<file path="config.mk">
export PLATFORM = sky130hd
export DESIGN_NAME = dsf_rx_status
export DESIGN_NICKNAME = d
export VERILOG_FILES = /design/src/hdl/dsf_pkg.sv /design/src/hdl/dsf_rx_status.sv
export SDC_FILE = /design/constraint.sdc
export NUM_CORES = 1
export LEC_CHECK = 0
export BUFFER_PORTS_ARGS = -buffer_cell sky130_fd_sc_hd__clkbuf_2
export CAP_MARGIN = 20
export CORE_AREA = 4 4 344 346
export CTS_BUF_LIST = sky130_fd_sc_hd__clkbuf_4
export DETAILED_ROUTE_END_ITERATION = 10
export DIE_AREA = 0 0 348 350
export MAX_ROUTING_LAYER = met4
export PLACE_DENSITY = 0.51
export SYNTH_ARGS = -nofsm -noshare
export SYNTH_HDL_FRONTEND = slang
export SYNTH_SLANG_ARGS = --single-unit
</file>
<file path="constraint.sdc">
create_clock -name core_clk -period 7 [get_ports core_clk]
set_clock_uncertainty 0.2 [all_clocks]
set_input_delay 0.35 -clock core_clk [delete_from_list [all_inputs] [get_ports core_clk]]
set_output_delay 0.35 -clock core_clk [all_outputs]
set_load 0.1 [all_outputs]
</file>
<file path="src/hdl/dsf_pkg.sv">
/*
  Shared constants for the receive frame status and test pattern block:
  register indices, field positions, reset values and detector thresholds.
  Assumes a 100 MHz core clock and a byte-addressed Avalon-MM slave.
*/
package dsf_pkg;

  ////////////////////////////////////////////////////////////////////////////
  // Register indices; byte address is four times the index
  localparam logic [7:0]  IDX_TEST_CTRL   = 8'h0C;
  localparam logic [7:0]  IDX_RX_CFG_STAT = 8'h10;
  localparam logic [7:0]  IDX_RX_ALARM    = 8'h11;
  localparam int          ADDR_W          = 12;
  localparam int          IDX_LSB         = 2;
  localparam int          CH_LSB          = 10;

  // Reset values
  localparam logic [7:0]  RST_RX_CFG_STAT = 8'h00;
  localparam logic [7:0]  RST_RX_ALARM    = 8'h00;
  localparam logic [7:0]  RST_TEST_CTRL   = 8'h00;

  // Test register fields
  localparam int          TST_LOCK_BIT    = 4;
  localparam int          TST_CHK_BIT     = 3;
  localparam int          TST_GEN_BIT     = 2;

  // Receive configuration/status fields
  localparam int          CFG_AIS_BIT     = 7;
  localparam int          CFG_LOS_BIT     = 6;
  localparam int          CFG_IDLE_BIT    = 5;
  localparam int          CFG_OOF_BIT     = 4;
  localparam int          CFG_PAR_BIT     = 2;
  localparam int          CFG_FSEL_BIT    = 1;
  localparam int          CFG_MSEL_BIT    = 0;

  // Receive alarm status fields
  localparam int          ST_FERF_BIT     = 4;
  localparam int          ST_AIC_BIT      = 3;
  localparam int          ST_FEBE_LSB     = 0;

  // Loss of signal
  localparam int          LOS_WIN         = 180;
  localparam logic [7:0]  LOS_ZERO_RUN    = 8'hB4;
  localparam logic [7:0]  LOS_ONES_CLR    = 8'h3C;

  // Frame maintenance thresholds
  localparam logic [4:0]  F_ERR_STRICT    = 5'h03;
  localparam logic [4:0]  F_ERR_LOOSE     = 5'h06;
  localparam logic [4:0]  M_ERR_LIMIT     = 5'h03;
  localparam logic [4:0]  P_ERR_LIMIT     = 5'h02;

  // Application identification
  localparam logic [5:0]  AIC_SET_RUN     = 6'h3F;
  localparam logic [4:0]  AIC_CLR_ZEROS   = 5'h02;

  // Pattern generator seed after being found empty
  localparam logic [14:0] PRBS_SEED       = 15'h7FFF;

  // Bus answers
  localparam logic [1:0]  RESP_OK         = 2'h0;
  localparam logic [1:0]  RESP_SLVERR     = 2'h2;

  // Framer states, Gray coded along search -> verify -> in frame
  typedef enum logic [1:0] {
    FST_SEARCH  = 2'h0,
    FST_VERIFY  = 2'h1,
    FST_INFRAME = 2'h3
  } dsf_fst_e;

endpackage

</file>
<file path="src/hdl/dsf_rx_status.sv">
/*
  Receive framing control/status and test pattern control for NUM_CH channels.
  Assumes the framer datapath delivers bit and frame strobes already retimed
  to core_clk, and an Avalon-MM master that holds requests under waitrequest.
*/
// How it works
// Lock flag reads 1 when checker synchronised
// Software trusts lock only with both enabled
// Test bit 3 switches checker on/off
// Test bit 2 switches generator on/off
// Config bit 7 shows AIS now received
// Config bit 6 shows loss of signal
// Config bit 5 shows idle pattern, DS3
// Config bit 4 shows out of frame
// Parity bit adds P check at acquisition
// Parity bit: 2 of 5 P errors reframe
// F select: 3 or 6 of 16
// M select set: 3 of 4 errors
// M select clear: ignore M errors
// Status bit 4 shows far-end failure
// AIC sets after 63 consecutive ones
// AIC clears on 2 zeros in 15
// Status bits 2:0 hold latest FEBE
// FEBE 111 clean, 011 errored far end
// LOS on 180 zeros, clear 60/180 ones
// Indicators track live; reserved reads zero
// Each channel has its own copy
`timescale 1ns/100ps

module dsf_rx_status
  import dsf_pkg::*;
#(
  parameter int NUM_CH     = 3,
  parameter int LOCK_MATCH = 32
) (
  // Clock and reset
  input  wire logic                core_clk,
  input  wire logic                rst_b,
  // Avalon-MM slave
  input  wire logic [ADDR_W-1:0]   avs_address,
  input  wire logic                avs_read,
  input  wire logic                avs_write,
  input  wire logic [31:0]         avs_writedata,
  input  wire logic [3:0]          avs_byteenable,
  output logic      [31:0]         avs_readdata,
  output logic                     avs_waitrequest,
  output logic      [1:0]          avs_response,
  // Line bit stream from the framer datapath
  input  wire logic [NUM_CH-1:0]   rx_bit_en,
  input  wire logic [NUM_CH-1:0]   rx_bit,
  input  wire logic [NUM_CH-1:0]   tx_bit_en,
  // Overhead events from the framer datapath
  input  wire logic [NUM_CH-1:0]   frame_cand,
  input  wire logic [NUM_CH-1:0]   fbit_en,
  input  wire logic [NUM_CH-1:0]   fbit_err,
  input  wire logic [NUM_CH-1:0]   mbit_en,
  input  wire logic [NUM_CH-1:0]   mbit_err,
  input  wire logic [NUM_CH-1:0]   frame_end,
  input  wire logic [NUM_CH-1:0]   pbit_err,
  input  wire logic [NUM_CH-1:0]   aic_bit,
  input  wire logic [3*NUM_CH-1:0] febe_bits,
  // Condition detectors from the framer datapath
  input  wire logic [NUM_CH-1:0]   ais_det,
  input  wire logic [NUM_CH-1:0]   idle_det,
  input  wire logic [NUM_CH-1:0]   ferf_det,
  // Outputs to the datapath
  output logic      [NUM_CH-1:0]   out_of_frame_flag,
  output logic      [NUM_CH-1:0]   signal_loss_flag,
  output logic      [NUM_CH-1:0]   pattern_generator_on,
  output logic      [NUM_CH-1:0]   pattern_checker_on,
  output logic      [NUM_CH-1:0]   pattern_checker_locked,
  output logic      [NUM_CH-1:0]   prbs_tx_bit
);

  ////////////////////////////////////////////////////////////////////////////
  // Elaboration checks
  if (NUM_CH < 1 || NUM_CH > 4) begin : g_bad_ch
    $error("NUM_CH must be 1 to 4");
  end
  if (LOCK_MATCH < 2 || LOCK_MATCH > 63) begin : g_bad_lock
    $error("LOCK_MATCH must be 2 to 63");
  end

  localparam logic [5:0] LOCK_N = 6'(LOCK_MATCH);

  ////////////////////////////////////////////////////////////////////////////
  // State
  typedef struct packed {
    logic               par_req;
    logic               fbit_maint_select;
    logic               mbit_maint_select;
    logic               chk_on;
    logic               gen_on;
    logic               locked;
    logic               los;
    logic [7:0]         zero_run;
    logic [7:0]         ones_cnt;
    logic [LOS_WIN-1:0] bit_hist;
    dsf_fst_e           fst;
    logic [15:0]        f_hist;
    logic [3:0]         m_hist;
    logic [4:0]         p_hist;
    logic               aic;
    logic [5:0]         aic_run;
    logic [14:0]        aic_zero_hist;
    logic [2:0]         febe;
    logic               ais;
    logic               idle;
    logic               ferf;
    logic [14:0]        gen_lfsr;
    logic               gen_bit;
    logic [14:0]        chk_sh;
    logic [5:0]         match_cnt;
  } dsf_ch_s;

  typedef struct packed {
    dsf_ch_s [NUM_CH-1:0] ch;
    logic                 wait_n;
    logic [31:0]          rdata;
    logic [1:0]           resp;
  } dsf_state_s;

  dsf_state_s state_ff;
  dsf_state_s nxt_state;

  ////////////////////////////////////////////////////////////////////////////
  // Helpers

  // Ones in a window of up to sixteen events
  function automatic logic [4:0] dsf_pop16(input logic [15:0] v);
    logic [4:0] n;
    n = 5'h00;
    for (int i = 0; i < 16; i++) begin
      n = n + {4'h0, v[i]};
    end
    return n;
  endfunction

  // Per-channel register image; reserved bits are zero
  function automatic logic [7:0] dsf_reg_img(input dsf_ch_s c, input logic [7:0] idx,
                                             output logic hit);
    logic [7:0] v;
    v   = 8'h00;
    hit = 1'b1;
    if (idx == IDX_TEST_CTRL) begin
      v[TST_LOCK_BIT] = c.locked;
      v[TST_CHK_BIT]  = c.chk_on;
      v[TST_GEN_BIT]  = c.gen_on;
    end else if (idx == IDX_RX_CFG_STAT) begin
      v[CFG_AIS_BIT]  = c.ais;
      v[CFG_LOS_BIT]  = c.los;
      v[CFG_IDLE_BIT] = c.idle;
      v[CFG_OOF_BIT]  = (c.fst != FST_INFRAME);
      v[CFG_PAR_BIT]  = c.par_req;
      v[CFG_FSEL_BIT] = c.fbit_maint_select;
      v[CFG_MSEL_BIT] = c.mbit_maint_select;
    end else if (idx == IDX_RX_ALARM) begin
      v[ST_FERF_BIT]  = c.ferf;
      v[ST_AIC_BIT]   = c.aic;
      v[ST_FEBE_LSB +: 3] = c.febe;
    end else begin
      hit = 1'b0;
    end
    return v;
  endfunction

  ////////////////////////////////////////////////////////////////////////////
  // Next state
  always_comb begin
    dsf_ch_s     c;
    logic [7:0]  idx;
    logic [1:0]  chn;
    logic        hit;
    logic [7:0]  img;
    logic [7:0]  ones_n;
    logic [15:0] f_n;
    logic [3:0]  m_n;
    logic [4:0]  p_n;
    logic [14:0] z_n;
    logic [4:0]  f_lim;
    logic        lose;
    logic        pred;
    c         = '0;
    idx       = avs_address[IDX_LSB +: 8];
    chn       = avs_address[CH_LSB +: 2];
    hit       = 1'b0;
    img       = 8'h00;
    ones_n    = 8'h00;
    f_n       = 16'h0000;
    m_n       = 4'h0;
    p_n       = 5'h00;
    z_n       = 15'h0000;
    f_lim     = 5'h00;
    lose      = 1'b0;
    pred      = 1'b0;
    nxt_state = state_ff;

    for (int k = 0; k < NUM_CH; k++) begin
      c = state_ff.ch[k];

      // Live condition indicators
      c.ais  = ais_det[k];
      c.idle = idle_det[k];
      c.ferf = ferf_det[k];

      // Loss of signal over a sliding window of line bits
      if (rx_bit_en[k]) begin
        ones_n     = c.ones_cnt + {7'h00, rx_bit[k]} - {7'h00, c.bit_hist[LOS_WIN-1]};
        c.ones_cnt = ones_n;
        c.bit_hist = {c.bit_hist[LOS_WIN-2:0], rx_bit[k]};
        if (rx_bit[k]) begin
          c.zero_run = 8'h00;
        end else if (c.zero_run != LOS_ZERO_RUN) begin
          c.zero_run = c.zero_run + 8'h01;
        end
        if (c.zero_run == LOS_ZERO_RUN) begin
          c.los = 1'b1;
        end else if (c.los && ones_n >= LOS_ONES_CLR) begin
          c.los = 1'b0;
        end
      end

      // Far-end block error code of the latest frame
      if (frame_end[k]) begin
        c.febe = febe_bits[3*k +: 3];
      end

      // Application identification
      if (frame_end[k]) begin
        z_n             = {c.aic_zero_hist[13:0], ~aic_bit[k]};
        c.aic_zero_hist = z_n;
        c.aic_run       = !aic_bit[k] ? 6'h00 :
                          (c.aic_run == AIC_SET_RUN) ? c.aic_run : c.aic_run + 6'h01;
        if (dsf_pop16({1'b0, z_n}) >= AIC_CLR_ZEROS) begin
          c.aic = 1'b0;
        end
        if (c.aic_run == AIC_SET_RUN) begin
          c.aic = 1'b1;
        end
      end

      // Frame search, verification and maintenance
      f_n   = c.f_hist;
      m_n   = c.m_hist;
      p_n   = c.p_hist;
      f_lim = c.fbit_maint_select ? F_ERR_STRICT : F_ERR_LOOSE;
      lose  = 1'b0;
      case (c.fst)
        FST_SEARCH: begin
          if (frame_cand[k]) begin
            c.fst = FST_VERIFY;
          end
        end
        FST_VERIFY: begin
          if (frame_end[k]) begin
            c.fst = (c.par_req && pbit_err[k]) ? FST_SEARCH : FST_INFRAME;
          end
        end
        FST_INFRAME: begin
          if (fbit_en[k]) begin
            f_n = {c.f_hist[14:0], fbit_err[k]};
          end
          if (mbit_en[k] && c.mbit_maint_select) begin
            m_n = {c.m_hist[2:0], mbit_err[k]};
          end
          if (frame_end[k] && c.par_req) begin
            p_n = {c.p_hist[3:0], pbit_err[k]};
          end
          lose = (dsf_pop16(f_n) >= f_lim)
               | (c.mbit_maint_select && dsf_pop16({12'h000, m_n}) >= M_ERR_LIMIT)
               | (c.par_req && dsf_pop16({11'h000, p_n}) >= P_ERR_LIMIT);
          if (lose) begin
            c.fst = FST_SEARCH;
          end
        end
        default: begin
          c.fst = FST_SEARCH;
        end
      endcase
      // Windows restart whenever frame is not held
      if (lose || c.fst != FST_INFRAME) begin
        f_n = 16'h0000;
        m_n = 4'h0;
        p_n = 5'h00;
      end
      c.f_hist = f_n;
      c.m_hist = m_n;
      c.p_hist = p_n;

      // Pattern generator, PRBS15
      if (!c.gen_on) begin
        c.gen_bit = 1'b0;
      end else if (c.gen_lfsr == 15'h0000) begin
        c.gen_lfsr = PRBS_SEED;
      end else if (tx_bit_en[k]) begin
        c.gen_bit  = c.gen_lfsr[14] ^ c.gen_lfsr[13];
        c.gen_lfsr = {c.gen_lfsr[13:0], c.gen_lfsr[14] ^ c.gen_lfsr[13]};
      end

      // Self-synchronising checker; one mismatch drops lock
      if (!c.chk_on) begin
        c.locked    = 1'b0;
        c.match_cnt = 6'h00;
      end else if (rx_bit_en[k]) begin
        pred     = c.chk_sh[14] ^ c.chk_sh[13];
        c.chk_sh = {c.chk_sh[13:0], rx_bit[k]};
        if (rx_bit[k] == pred && c.chk_sh != 15'h0000) begin
          if (c.match_cnt != LOCK_N) begin
            c.match_cnt = c.match_cnt + 6'h01;
          end
          c.locked = (c.match_cnt == LOCK_N);
        end else begin
          c.match_cnt = 6'h00;
          c.locked    = 1'b0;
        end
      end

      // Register writes land in the cycle waitrequest is low
      if (avs_write && state_ff.wait_n && avs_byteenable[0] && 32'(chn) == k) begin
        if (idx == IDX_TEST_CTRL) begin
          c.chk_on = avs_writedata[TST_CHK_BIT];
          c.gen_on = avs_writedata[TST_GEN_BIT];
        end else if (idx == IDX_RX_CFG_STAT) begin
          c.par_req           = avs_writedata[CFG_PAR_BIT];
          c.fbit_maint_select = avs_writedata[CFG_FSEL_BIT];
          c.mbit_maint_select = avs_writedata[CFG_MSEL_BIT];
        end
      end
      nxt_state.ch[k] = c;
    end

    // Bus slave: one wait cycle, then accept; read data captured meanwhile
    if ((avs_read || avs_write) && !state_ff.wait_n) begin
      nxt_state.wait_n = 1'b1;
      img = 8'h00;
      hit = 1'b0;
      for (int k = 0; k < NUM_CH; k++) begin
        if (32'(chn) == k) begin
          img = dsf_reg_img(state_ff.ch[k], idx, hit);
        end
      end
      nxt_state.rdata = avs_read ? {24'h000000, img} : 32'h00000000;
      nxt_state.resp  = hit ? RESP_OK : RESP_SLVERR;
    end else begin
      nxt_state.wait_n = 1'b0;
    end
  end

  ////////////////////////////////////////////////////////////////////////////
  // Registers; reset clears every field, yet the receive config/status register then reads 8'h10 (out of frame), not RST_RX_CFG_STAT
  always_ff @(posedge core_clk or negedge rst_b) begin
    if (!rst_b) begin
      state_ff <= '0;
    end else begin
      state_ff <= nxt_state;
    end
  end

  ////////////////////////////////////////////////////////////////////////////
  // Outputs from flip-flops; waitrequest inverted and out_of_frame_flag decoded from the framer state
  assign avs_readdata    = state_ff.rdata;
  assign avs_waitrequest = !state_ff.wait_n;
  assign avs_response    = state_ff.resp;

  for (genvar k = 0; k < NUM_CH; k++) begin : g_out
    assign out_of_frame_flag[k]      = state_ff.ch[k].fst != FST_INFRAME;
    assign signal_loss_flag[k]       = state_ff.ch[k].los;
    assign pattern_generator_on[k]   = state_ff.ch[k].gen_on;
    assign pattern_checker_on[k]     = state_ff.ch[k].chk_on;
    assign pattern_checker_locked[k] = state_ff.ch[k].locked;
    assign prbs_tx_bit[k]            = state_ff.ch[k].gen_bit;
  end

endmodule

</file>
Yosys cells after proc, flatten, opt, wreduce, memory -nomap -nowiden
Cells that the tools add are included.
{"block": "totals", "reg_bits": 917, "inputBits": 103, "out_inout_bits": 53, "elab_cells": 517}
{"block": "op_classes", "n_addsub": 123, "order_cmp": 15, "n_eq_ne": 47, "muxes": 163, "bitwise_logic": 16, "reduce_logical": 75}
{"cell": "$add 5x1->5", "count": 63}
{"cell": "$mux 16", "count": 15}
{"cell": "$mux 6", "count": 27}
{"cell": "$mux 8", "count": 13}
{"cell": "$mux 5", "count": 15}
{"cell": "$eq 6x6->1 const B", "count": 9}
{"cell": "$add 3x1->4", "count": 12}
{"cell": "$mux 4", "count": 12}
{"cell": "$add 4x1->5", "count": 9}
{"cell": "$logic_not 15->1", "count": 3}
{"cell": "$mux 15", "count": 3}
{"cell": "$mux 3", "count": 15}
{"cell": "$reduce_bool 15->1", "count": 3}
{"cell": "$mux 1", "count": 44}
{"cell": "$add 2x1->3", "count": 12}
{"cell": "$add 6x1->6 const B", "count": 6}
{"cell": "$reduce_and 2->1", "count": 18}
{"cell": "$mux 2", "count": 16}
{"cell": "$ge 5x2->1 const B", "count": 6}
{"cell": "$ne 2x2->1 const B", "count": 15}
{"cell": "$logic_and 1x1->1", "count": 27}
{"cell": "$add 1x1->2", "count": 12}
{"cell": "$add 8x1->8", "count": 3}
{"cell": "$add 8x1->8 const B", "count": 3}
{"cell": "21 further kinds", "count": 78}

Logic depth before layout (Yosys ltp)
Gate-level depths: netlist (run 1).
{"block": "depth", "depth_word": 25, "ltp_mapped": 20, "mapped_depth_nobuf": 16}

Worst setup path after synthesis (run 1)
Ideal clock, no wire load.
{"block": "synth_timing", "path_kind": "input to register", "start": "input fbit_en[1]", "end": "register state_ff[404] (netlist bit)", "arrival_time_ns": 5.597, "required_time_ns": 6.664, "path_slack_ns": 1.067, "cell_stages": 18, "n_path_buf": 4, "path_cell_list": "clkbuf_1 clkbuf_1 mux2_2 fa_1 fa_1 fa_1 fa_1 ha_1 fa_1 xor2_1 ha_1 o211ai_1 o2111ai_1 a21o_1 o221a_2 clkbuf_1 clkbuf_1 nor3_1"}
{"block": "synth_between", "elab_chain_len": 25, "elab_cells_between_ends": 28, "cone_classes": "add/sub (15); order compare (1); eq/ne (1); mux (7); bitwise (2); reduce/logical (2)"}
{"element": "start: declaration", "line_no": "dsf_rx_status.sv:54", "rtl": "input wire logic [NUM_CH-1:0] fbit_en,"}
{"element": "$mux 16 *", "line_no": "dsf_rx_status.sv:260", "rtl": "if (fbit_en[k]) begin"}
{"element": "$mux 16 *", "line_no": "dsf_rx_status.sv:248", "rtl": "case (c.fst)"}
{"element": "$add 1x1->2", "line_no": "dsf_rx_status.sv:134", "rtl": "n = n + {4'h0, v[i]};"}
{"element": "$add 2x1->3", "line_no": "dsf_rx_status.sv:134"}
{"element": "$add 3x1->4", "line_no": "dsf_rx_status.sv:134"}
{"element": "$add 4x1->5", "line_no": "dsf_rx_status.sv:134"}
{"element": "$add 5x1->5 (11 in series)", "line_no": "dsf_rx_status.sv:134"}
{"element": "$ge 5x3->1", "line_no": "dsf_rx_status.sv:269", "rtl": "lose = (dsf_pop16(f_n) >= f_lim)"}
{"element": "$or 1x1->1", "line_no": "dsf_rx_status.sv:270", "rtl": "| (c.mbit_maint_select && dsf_pop16({12'h000, m_n}) >= M_ERR_LIMIT)"}
{"element": "$or 1x1->1", "line_no": "dsf_rx_status.sv:271", "rtl": "| (c.par_req && dsf_pop16({11'h000, p_n}) >= P_ERR_LIMIT);"}
{"element": "$mux 2", "line_no": "dsf_rx_status.sv:272", "rtl": "if (lose) begin"}
{"element": "$pmux 2 s3", "line_no": "dsf_rx_status.sv:248"}
{"element": "$ne 2x2->1", "line_no": "dsf_rx_status.sv:281", "rtl": "if (lose || c.fst != FST_INFRAME) begin"}
{"element": "$logic_or 1x1->1", "line_no": "dsf_rx_status.sv:281"}
{"element": "$mux 16 or $reduce_bool 2->1 (tied branches)"}
{"element": "end signal: assignment", "line_no": "dsf_rx_status.sv:355", "rtl": "state_ff <= nxt_state;"}
{"element": "end: declaration", "line_no": "dsf_rx_status.sv:123", "rtl": "dsf_state_s state_ff;"}
Mark *: on every way between the ends. The rest lies on a longest branch, timed or not. The select of a mux whose other input is x is not followed.
A chain may end at the register's enable or synchronous reset.

Final worst setup path (run 1)
{"block": "layout_timing", "start": "input fbit_err[0]", "end": "register state_ff[109] (netlist bit)"}
{"block": "layout_between", "elab_chain_len": 25, "elab_cells_between_ends": 28, "cone_classes": "add/sub (15); order compare (1); eq/ne (1); mux (7); bitwise (2); reduce/logical (2)"}
{"element": "start: declaration", "line_no": "dsf_rx_status.sv:55", "rtl": "input wire logic [NUM_CH-1:0] fbit_err,"}
{"element": "$mux 16 *", "line_no": "dsf_rx_status.sv:260"}
{"element": "$mux 16 *", "line_no": "dsf_rx_status.sv:248"}
{"element": "$add 1x1->2", "line_no": "dsf_rx_status.sv:134"}
{"element": "$add 2x1->3", "line_no": "dsf_rx_status.sv:134"}
{"element": "$add 3x1->4", "line_no": "dsf_rx_status.sv:134"}
{"element": "$add 4x1->5", "line_no": "dsf_rx_status.sv:134"}
{"element": "$add 5x1->5 (11 in series)", "line_no": "dsf_rx_status.sv:134"}
{"element": "$ge 5x3->1", "line_no": "dsf_rx_status.sv:269"}
{"element": "$or 1x1->1", "line_no": "dsf_rx_status.sv:270"}
{"element": "$or 1x1->1", "line_no": "dsf_rx_status.sv:271"}
{"element": "$mux 2", "line_no": "dsf_rx_status.sv:272"}
{"element": "$pmux 2 s3", "line_no": "dsf_rx_status.sv:248"}
{"element": "$ne 2x2->1", "line_no": "dsf_rx_status.sv:281"}
{"element": "$logic_or 1x1->1", "line_no": "dsf_rx_status.sv:281"}
{"element": "$mux 16 or $reduce_bool 2->1 (tied branches)"}
Marked as above.

==> results of run 1 <==
-- sequential cells by signal (all words and copies together), names as in the netlist --
register and cells:
state_ff 868, avs_readdata 8, pattern_checker_locked 3, pattern_checker_on 3, pattern_generator_on 3, prbs_tx_bit 3, signal_loss_flag 3, avs_response 1
-- worst max-delay path, cell delays in order --
cell           delay, ps
dlygate4sd3_1        570
clkbuf_2             110
dlygate4sd3_1        550
mux2_2               300
fa_1                 530
fa_1                 520
fa_1                 510
fa_1                 490
ha_1                 240
fa_1                 390
xor2_1               170
ha_1                 270
o211ai_1              90
o2111ai_1            180
a21o_1               160
o221a_2              580
nor3_1               130
dlygate4sd3_1        590
-- cell families (layout without fill, tap and decap cells) --
group | count (synthesis) | in the layout | synth area share (%)
and+or+nand+nor | 532 | 532 | 6.561
AOI/OAI and AO/OA | 419 | 419 | 6.832
muxes | 716 | 716 | 19.99
other | 1 | 29 | 0.009350
buffers and inverters | 381 | 899 | 4.059
DFF | 892 | 892 | 55.66
adders and majority gates | 144 | 144 | 5.784
xor gates and xnor gates | 51 | 51 | 1.114
-- final timing paths --
path | start | to | slack, ps | cells past startpoint
max | fbit_err[0] | state_ff[109] | 1050 | 18
min | tx_bit_en[1] | state_ff[366] | 150 | 5
max reg2reg | state_ff[404] | state_ff[404] | 1090 | 15
min reg2reg | state_ff[535] | state_ff[536] | 240 | 1
max in group asynchronous | rst_b | state_ff[539] | 5220 | 5
min in group asynchronous | rst_b | state_ff[106] | 280 | 4
-- where the power goes --
part	leakage [nW]	internal [mW]	switching [mW]
Sequential	12.1	5.69	0.316
Clock	1.81	2.37	2.17
Combinational	9.20	1.94	2.54
Total	23.1	10.0	5.02
-- timing repair --
item,CTS,global route
endpoints found under the hold margin,1239,0
endpoints found under the setup margin,0,0
hold buffers,169,0
buffers inserted,0,0
-- cell usage after synthesis (40+ instances only) --
| cell type | n | area share, % |
|---|---|---|
| dfrtp_1 | 892 | 56 |
| mux2_2 | 652 | 18 |
| inv_1 | 187 | 1.8 |
| nor2_1 | 147 | 1.4 |
| nand2_1 | 137 | 1.3 |
| clkbuf_1 | 130 | 1.2 |
| o21ai_0 | 120 | 1.5 |
| a21oi_1 | 80 | 1.0 |
| ha_1 | 75 | 2.3 |
| fa_1 | 69 | 3.4 |
| mux2i_1 | 56 | 1.4 |
| nor3_1 | 55 | 0.69 |
| buf_4 | 49 | 0.92 |
| o22a_1 | 45 | 0.98 |
| nand3_1 | 40 | 0.50 |
-- per-stage QoR --
| stage | setup WS, ps | utilization, % |
|---|---|---|
| 2_1_floorplan | 1067 | - |
| 3_3_place_gp | 1161 | 36.32 |
| 3_5_place_dp | 1142 | 36.32 |
| 4_1_cts | 1040 | 40.44 |
| 5_1_grt | 845.3 | 40.46 |
| 6_report | 1055 | 40.46 |
-- layout by cell type (no fill, tap or decap), types with 10 or more instances in the layout --
master and n:
clkinv_1 40, o22ai_1 19, nand3b_1 11, mux2i_1 56
nor3_1 55, and3_1 19, clkbuf_4 366, a21oi_1 80
dlygate4sd3_1 167, o21a_1 10, fa_1 69, a31oi_1 12
o21ai_0 120, clkbuf_2 93, dfrtp_1 892, nand2_1 137
nor4_1 27, nand3_1 40, o22a_1 45, xor2_1 20
a21o_1 20, nor2b_1 12, a211oi_1 38, inv_1 187
nand2b_1 13, conb_1 25, nor3b_1 12, xnor2_1 31
nand4_1 19, mux2_2 652, buf_4 19, nor2_1 147
ha_1 75
-- routing by layer --
metal	vias up	track usage (%)	wire [microns]
met5	-	-	0
met4	0	5.269	1980
met3	168	3.039	3324
met2	427	18.56	31940
met1	12220	16.63	35160
li1	11850	-	-
-- layout make-up --
cell class / count / area, sq um
repair buffers: 290 / 2484
multi-input cells: 1887 / 16250
flip-flops and latches: 892 / 22320
clock buffers: 366 / 2748
fillers: 11140 / 68720
inverters: 187 / 701.9
clock inverters: 56 / 284.0
well taps: 1524 / 1907
diodes: 4 / 10.01
==> summary.md, run 1 <==
| Metric | Value |
|---|---|
| Synth Flop Type | dfrtp_1 |
| I/O Buffers | 97 |
| Cell Area, Synth | 40,110 sq um |
| Core area | 115,400 sq um |
| Critical Path End Type | flip-flop |
| Max_slew headroom | 11.11% |
| Fmax | 168.2 MHz |
| Seq/Total Area, Yosys | 55.66% |
| Drt wl/cell | 13.91 microns |
| GRT Residual Overflow | 0 |
| Final Setup Violations | 0 |
| Dpl cells | 4,609 |
| Layout cell share with drive strength beyond 1 | 31.95% |
| Leakage power | 23.09 nW |
| Vias in the first global route | 25,650 |
| First-iteration detailed-routing DRC count | 1,178 |
| Post-Route WL | 72.41 mm |
| Height of the die | 350 microns |
| Final instance area | 46,700 sq um |
| Num CTS Buffers | 240 |
| Outcome | completed |
| Total Power | 15.02 mW |
| Final Critical Period | 5945 ps |
| TritonCTS clock tree | yes |
| Critical Path RT | 7790 ps |
| Post-CTS Resized | 0 |
| Setup total negative slack | 0 ps |
| Ys async rst share | 100.0% |
| Final number of hold-violating endpoints | 0 |
| Peak supply drop | 238.3 uV |
| Total power per unit cell area | 321.7 nW/um^2 |
| Post-synthesis cell type count | 70 |
| RSZ-0062 raised after global routing | no |
| Initial antenna violation count | 3 |
| Post-synth EDFFs | 0 |
| First-pass GRT wire length | 125.8 mm |
| CP max FO | 26 |
| FF+latch count, synth | 892 |
| H-tree Lvls | 4 |
| Overall Global Routing Usage | 12.57% |
| Die X | 348 microns |
| Root buffer cell | clkbuf_4 |
| Worst Hold Slack | 152.9 ps |
| Io pins | 156 |
| Clock slew at reported path FFs | 70 ps |
| Routability cong. | 0.7637 |
| Slew @ Worst Pin | 1296 ps |
| DRC Markers | 0 |
| Largest net degree at the start of global routing | 183 |
| Placed inst area | 41,930 sq um |
| Fin crit share | 84.93% |
| CP Launch Type | input pin |
| Starting density of the core | 34.75% |
| Layout net count | 3,745 |
| Die area | 121,800 sq um |
| Syn_area_per_cell | 12.79 sq um |
| Worst min path class | in2reg |
| ANT nets after route | 0 |
| Layout Cells excl Fill | 5,206 |
| Syn. warnings | 0 |
| Vias post-DR | 24,670 |
| Dpl hpwl | 42.71 mm |
| Crit Path Class | in2reg |
| Mapped Cells | 3,136 |
| Via density | 4.738 |
| Clk buf depth | 3 |
| Clk_lat worst skew | 1120 ps |
| Max Cap Viol | 0 |
| Arr. time, crit path | 6730 ps |
| Max Slew Vio Count | 0 |
| Std cell rows | 125 |
| Initial DRT Pass Iterations | 5 |
| Synth-to-Final Area Change | 16.45% |
| Clock sink count | 892 |
Note: power is estimated with default switching activity, not from simulation.
==> inputs of run 2 (changes only) <==
- PLACE_DENSITY: 0.51 -> 0.53
- clock period: 7 -> 5.1 ns (I/O delays scaled with it)
==> run 2 against run 1 <==
  * The run now ends with setup timing left
  * Cell count up 0.79%
  * Highest routed layer unchanged
  * Register-to-register slack worse by 1000 ps
  * Clock power up 37%
==> summary.md, run 2 (synthesis gave the netlist of run 1 again) <==
| Metric | Value |
|---|---|
| Outcome | finished with violations |
| Failing checks | setup timing |
| Vias in the first global route | 25,780 |
| Io pins | 156 |
| Slew @ Worst Pin | 860.1 ps |
| Root buffer cell | clkbuf_4 |
| Clk_lat worst skew | 1020 ps |
| Max Cap Viol | 0 |
| H-tree Lvls | 4 |
| Drt wl/cell | 14.00 microns |
| Max FFs per register | 868 |
| I/O Buffers | 97 |
| Worst slack at placement | -207.4 ps |
| Clk buf depth | 3 |
| Starting density of the core | 34.75% |
| ANT nets after route | 0 |
| Peak supply drop | 332.0 uV |
| Leakage power | 23.38 nW |
| TritonCTS clock tree | yes |
| Worst path most repeated cell | fa_1 |
| Largest net degree at the start of global routing | 137 |
| Max Slew Vio Count | 0 |
| Largest stage delay, worst path | 570 ps |
| Most flop-heavy register | state_ff |
| Clock sink count | 892 |
| Die area | 121,800 sq um |
| Critical Path End Type | flip-flop |
| RSZ-0062 raised after global routing | yes |
| Height of the die | 350 microns |
| CP max FO | 8 |
| First-iteration detailed-routing DRC count | 982 |
| Layout net count | 3,787 |
| Dpl hpwl | 44.01 mm |
| Final Setup Violations | 8 |
| Crit Path Class | in2reg |
| Final Critical Period | 5145 ps |
| Vias post-DR | 24,760 |
| Fill cells | 11,020 |
| Critical path cell sequence | dlygate4sd3_1 > clkbuf_4 > dlygate4sd3_1 > mux2_2 > fa_1 > fa_1 > fa_1 > fa_1 > ha_2 > fa_2 > xor2_2 > ha_4 > nor3_4 > o2111ai_2 > a21o_1 > o221a_4 > buf_12 > a211oi_2 |
| Initial DRT Pass Iterations | 4 |
| DRC Markers | 0 |
| Post-Route WL | 73.43 mm |
| CP Launch Type | input pin |
| Initial antenna violation count | 3 |
| Std cell rows | 125 |
| GRT Residual Overflow | 0 |
| Arr. time, crit path | 5850 ps |
| Setup total negative slack | -141.9 ps |
| Largest delay share family, worst path | adder cells |
| Max_slew headroom | 42.22% |
| Worst min path class | in2reg |
| Core area | 115,400 sq um |
| Fin crit share | 100.9% |
| Critical Path RT | 5810 ps |
| Most common cell after layout, fill and taps aside | dfrtp_1 |
| Overall Global Routing Usage | 12.66% |
| Final number of hold-violating endpoints | 0 |
| Fmax | 194.4 MHz |
| Total power per unit cell area | 451.3 nW/um^2 |
| Routability cong. | 0.7703 |
| First-pass GRT wire length | 127.1 mm |
| Setup WS post-layout | -45.33 ps |
| Via density | 4.719 |
| CP bufs+invs | 4 |
| Die X | 348 microns |
| Layout cell share with drive strength beyond 1 | 33.60% |
| Slowest-stage cell, CP | dlygate4sd3_1 |
| Clock slew at reported path FFs | 70 ps |
| Most frequent cells in the layout | dfrtp_1 (892), mux2_2 (648), clkbuf_4 (342), inv_1 (187), dlygate4sd3_1 (178) |
| Synth-to-Final Area Change | 18.70% |
| Num CTS Buffers | 235 |
-- run 2: cell types whose count changed in the layout (fill, tap and decap cells not counted), moves of 11 or more --
cell           before  now
a211oi_2            0   22
clkbuf_4          366  342
nor3_2              1   13
buf_4              19   41
dlygate4sd3_1     167  178
clkinv_1           40   56
buf_12              6   18
a211oi_1           38   16
nor3_1             55   40
-- run 2: worst paths after layout --
kind | from | slack [ps] | depth (start not counted) | to
max | fbit_en[1] | -50 | 18 | state_ff[417]
min reg2reg | state_ff[383] | 230 | 2 | state_ff[384]
max reg2reg | state_ff[404] | 90 | 15 | state_ff[417]
min | tx_bit_en[0] | 120 | 5 | state_ff[71]
max in group asynchronous | rst_b | 3590 | 4 | state_ff[270]
min in group asynchronous | rst_b | 320 | 4 | state_ff[95]
-- run 2: worst reg2reg max path, cell delays in order, from the launching register on --
cell	delay [ps]
dfrtp_1	400
mux2_2	300
fa_1	550
fa_1	450
fa_1	550
fa_1	440
ha_2	210
fa_2	410
xor2_2	170
ha_4	170
nor3_4	160
o2111ai_2	180
a21o_1	220
o221a_4	150
buf_12	150
a211oi_2	180
-- run 2: layout make-up --
| cell class | count | area, sq um | area share [%] |
|---|---|---|---|
| clock buffers | 340 | 2552 | 5.362 |
| repair buffers | 337 | 3042 | 6.389 |
| well taps | 1524 | 1907 | 4.006 |
| flip-flops and latches | 892 | 22320 | 46.89 |
| multi-input cells | 1887 | 16610 | 34.89 |
| diodes | 3 | 7.507 | 0.01577 |
| clock inverters | 77 | 461.7 | 0.9699 |
| inverters | 187 | 701.9 | 1.474 |
-- run 2: report_power, final --
part	leakage, nW	switching, mW	total, mW	internal [mW]
Combinational	9.52	3.77	7.00	3.23
Clock	1.78	2.92	6.21	3.30
Sequential	12.1	0.455	8.27	7.81
Total	23.4	7.14	21.5	14.3
-- run 2: per-layer routing --
| metal | vias to the layer above | GRT usage (%) | wire length (microns) |
|---|---|---|---|
| met5 | - | - | 0 |
| met2 | 442 | 18.58 | 32320 |
| li1 | 11930 | - | - |
| met1 | 12240 | 16.68 | 35620 |
| met3 | 158 | 3.139 | 3308 |
| met4 | 0 | 5.542 | 2183 |
-- run 2: stage by stage --
| stage | power [mW] | utilization, % | area (sq um) | hold WS (ps) | std cells |
|---|---|---|---|---|---|
| 4_1_cts | 21.57 | 40.93 | 47240 | 3.048 | 5238 |
| 5_1_grt | 23.31 | 41.24 | 47600 | -2.352 | 5247 |
| 6_report | 21.48 | 41.24 | 47600 | 120.5 | 5247 |
| 3_5_place_dp | 14.92 | 36.74 | 42410 | 139.8 | 4641 |
| 2_1_floorplan | 13.26 | - | 40410 | -240.6 | 3160 |
| 3_3_place_gp | 14.81 | 36.74 | 42410 | 145.5 | 4641 |
-- run 2: repair_timing --
item	in CTS	in global routing
buffers inserted	0	2
hold endpoints to repair	1527	4
endpoints found under the setup margin	0	76
resized for setup	0	60
hold buffers	180	2
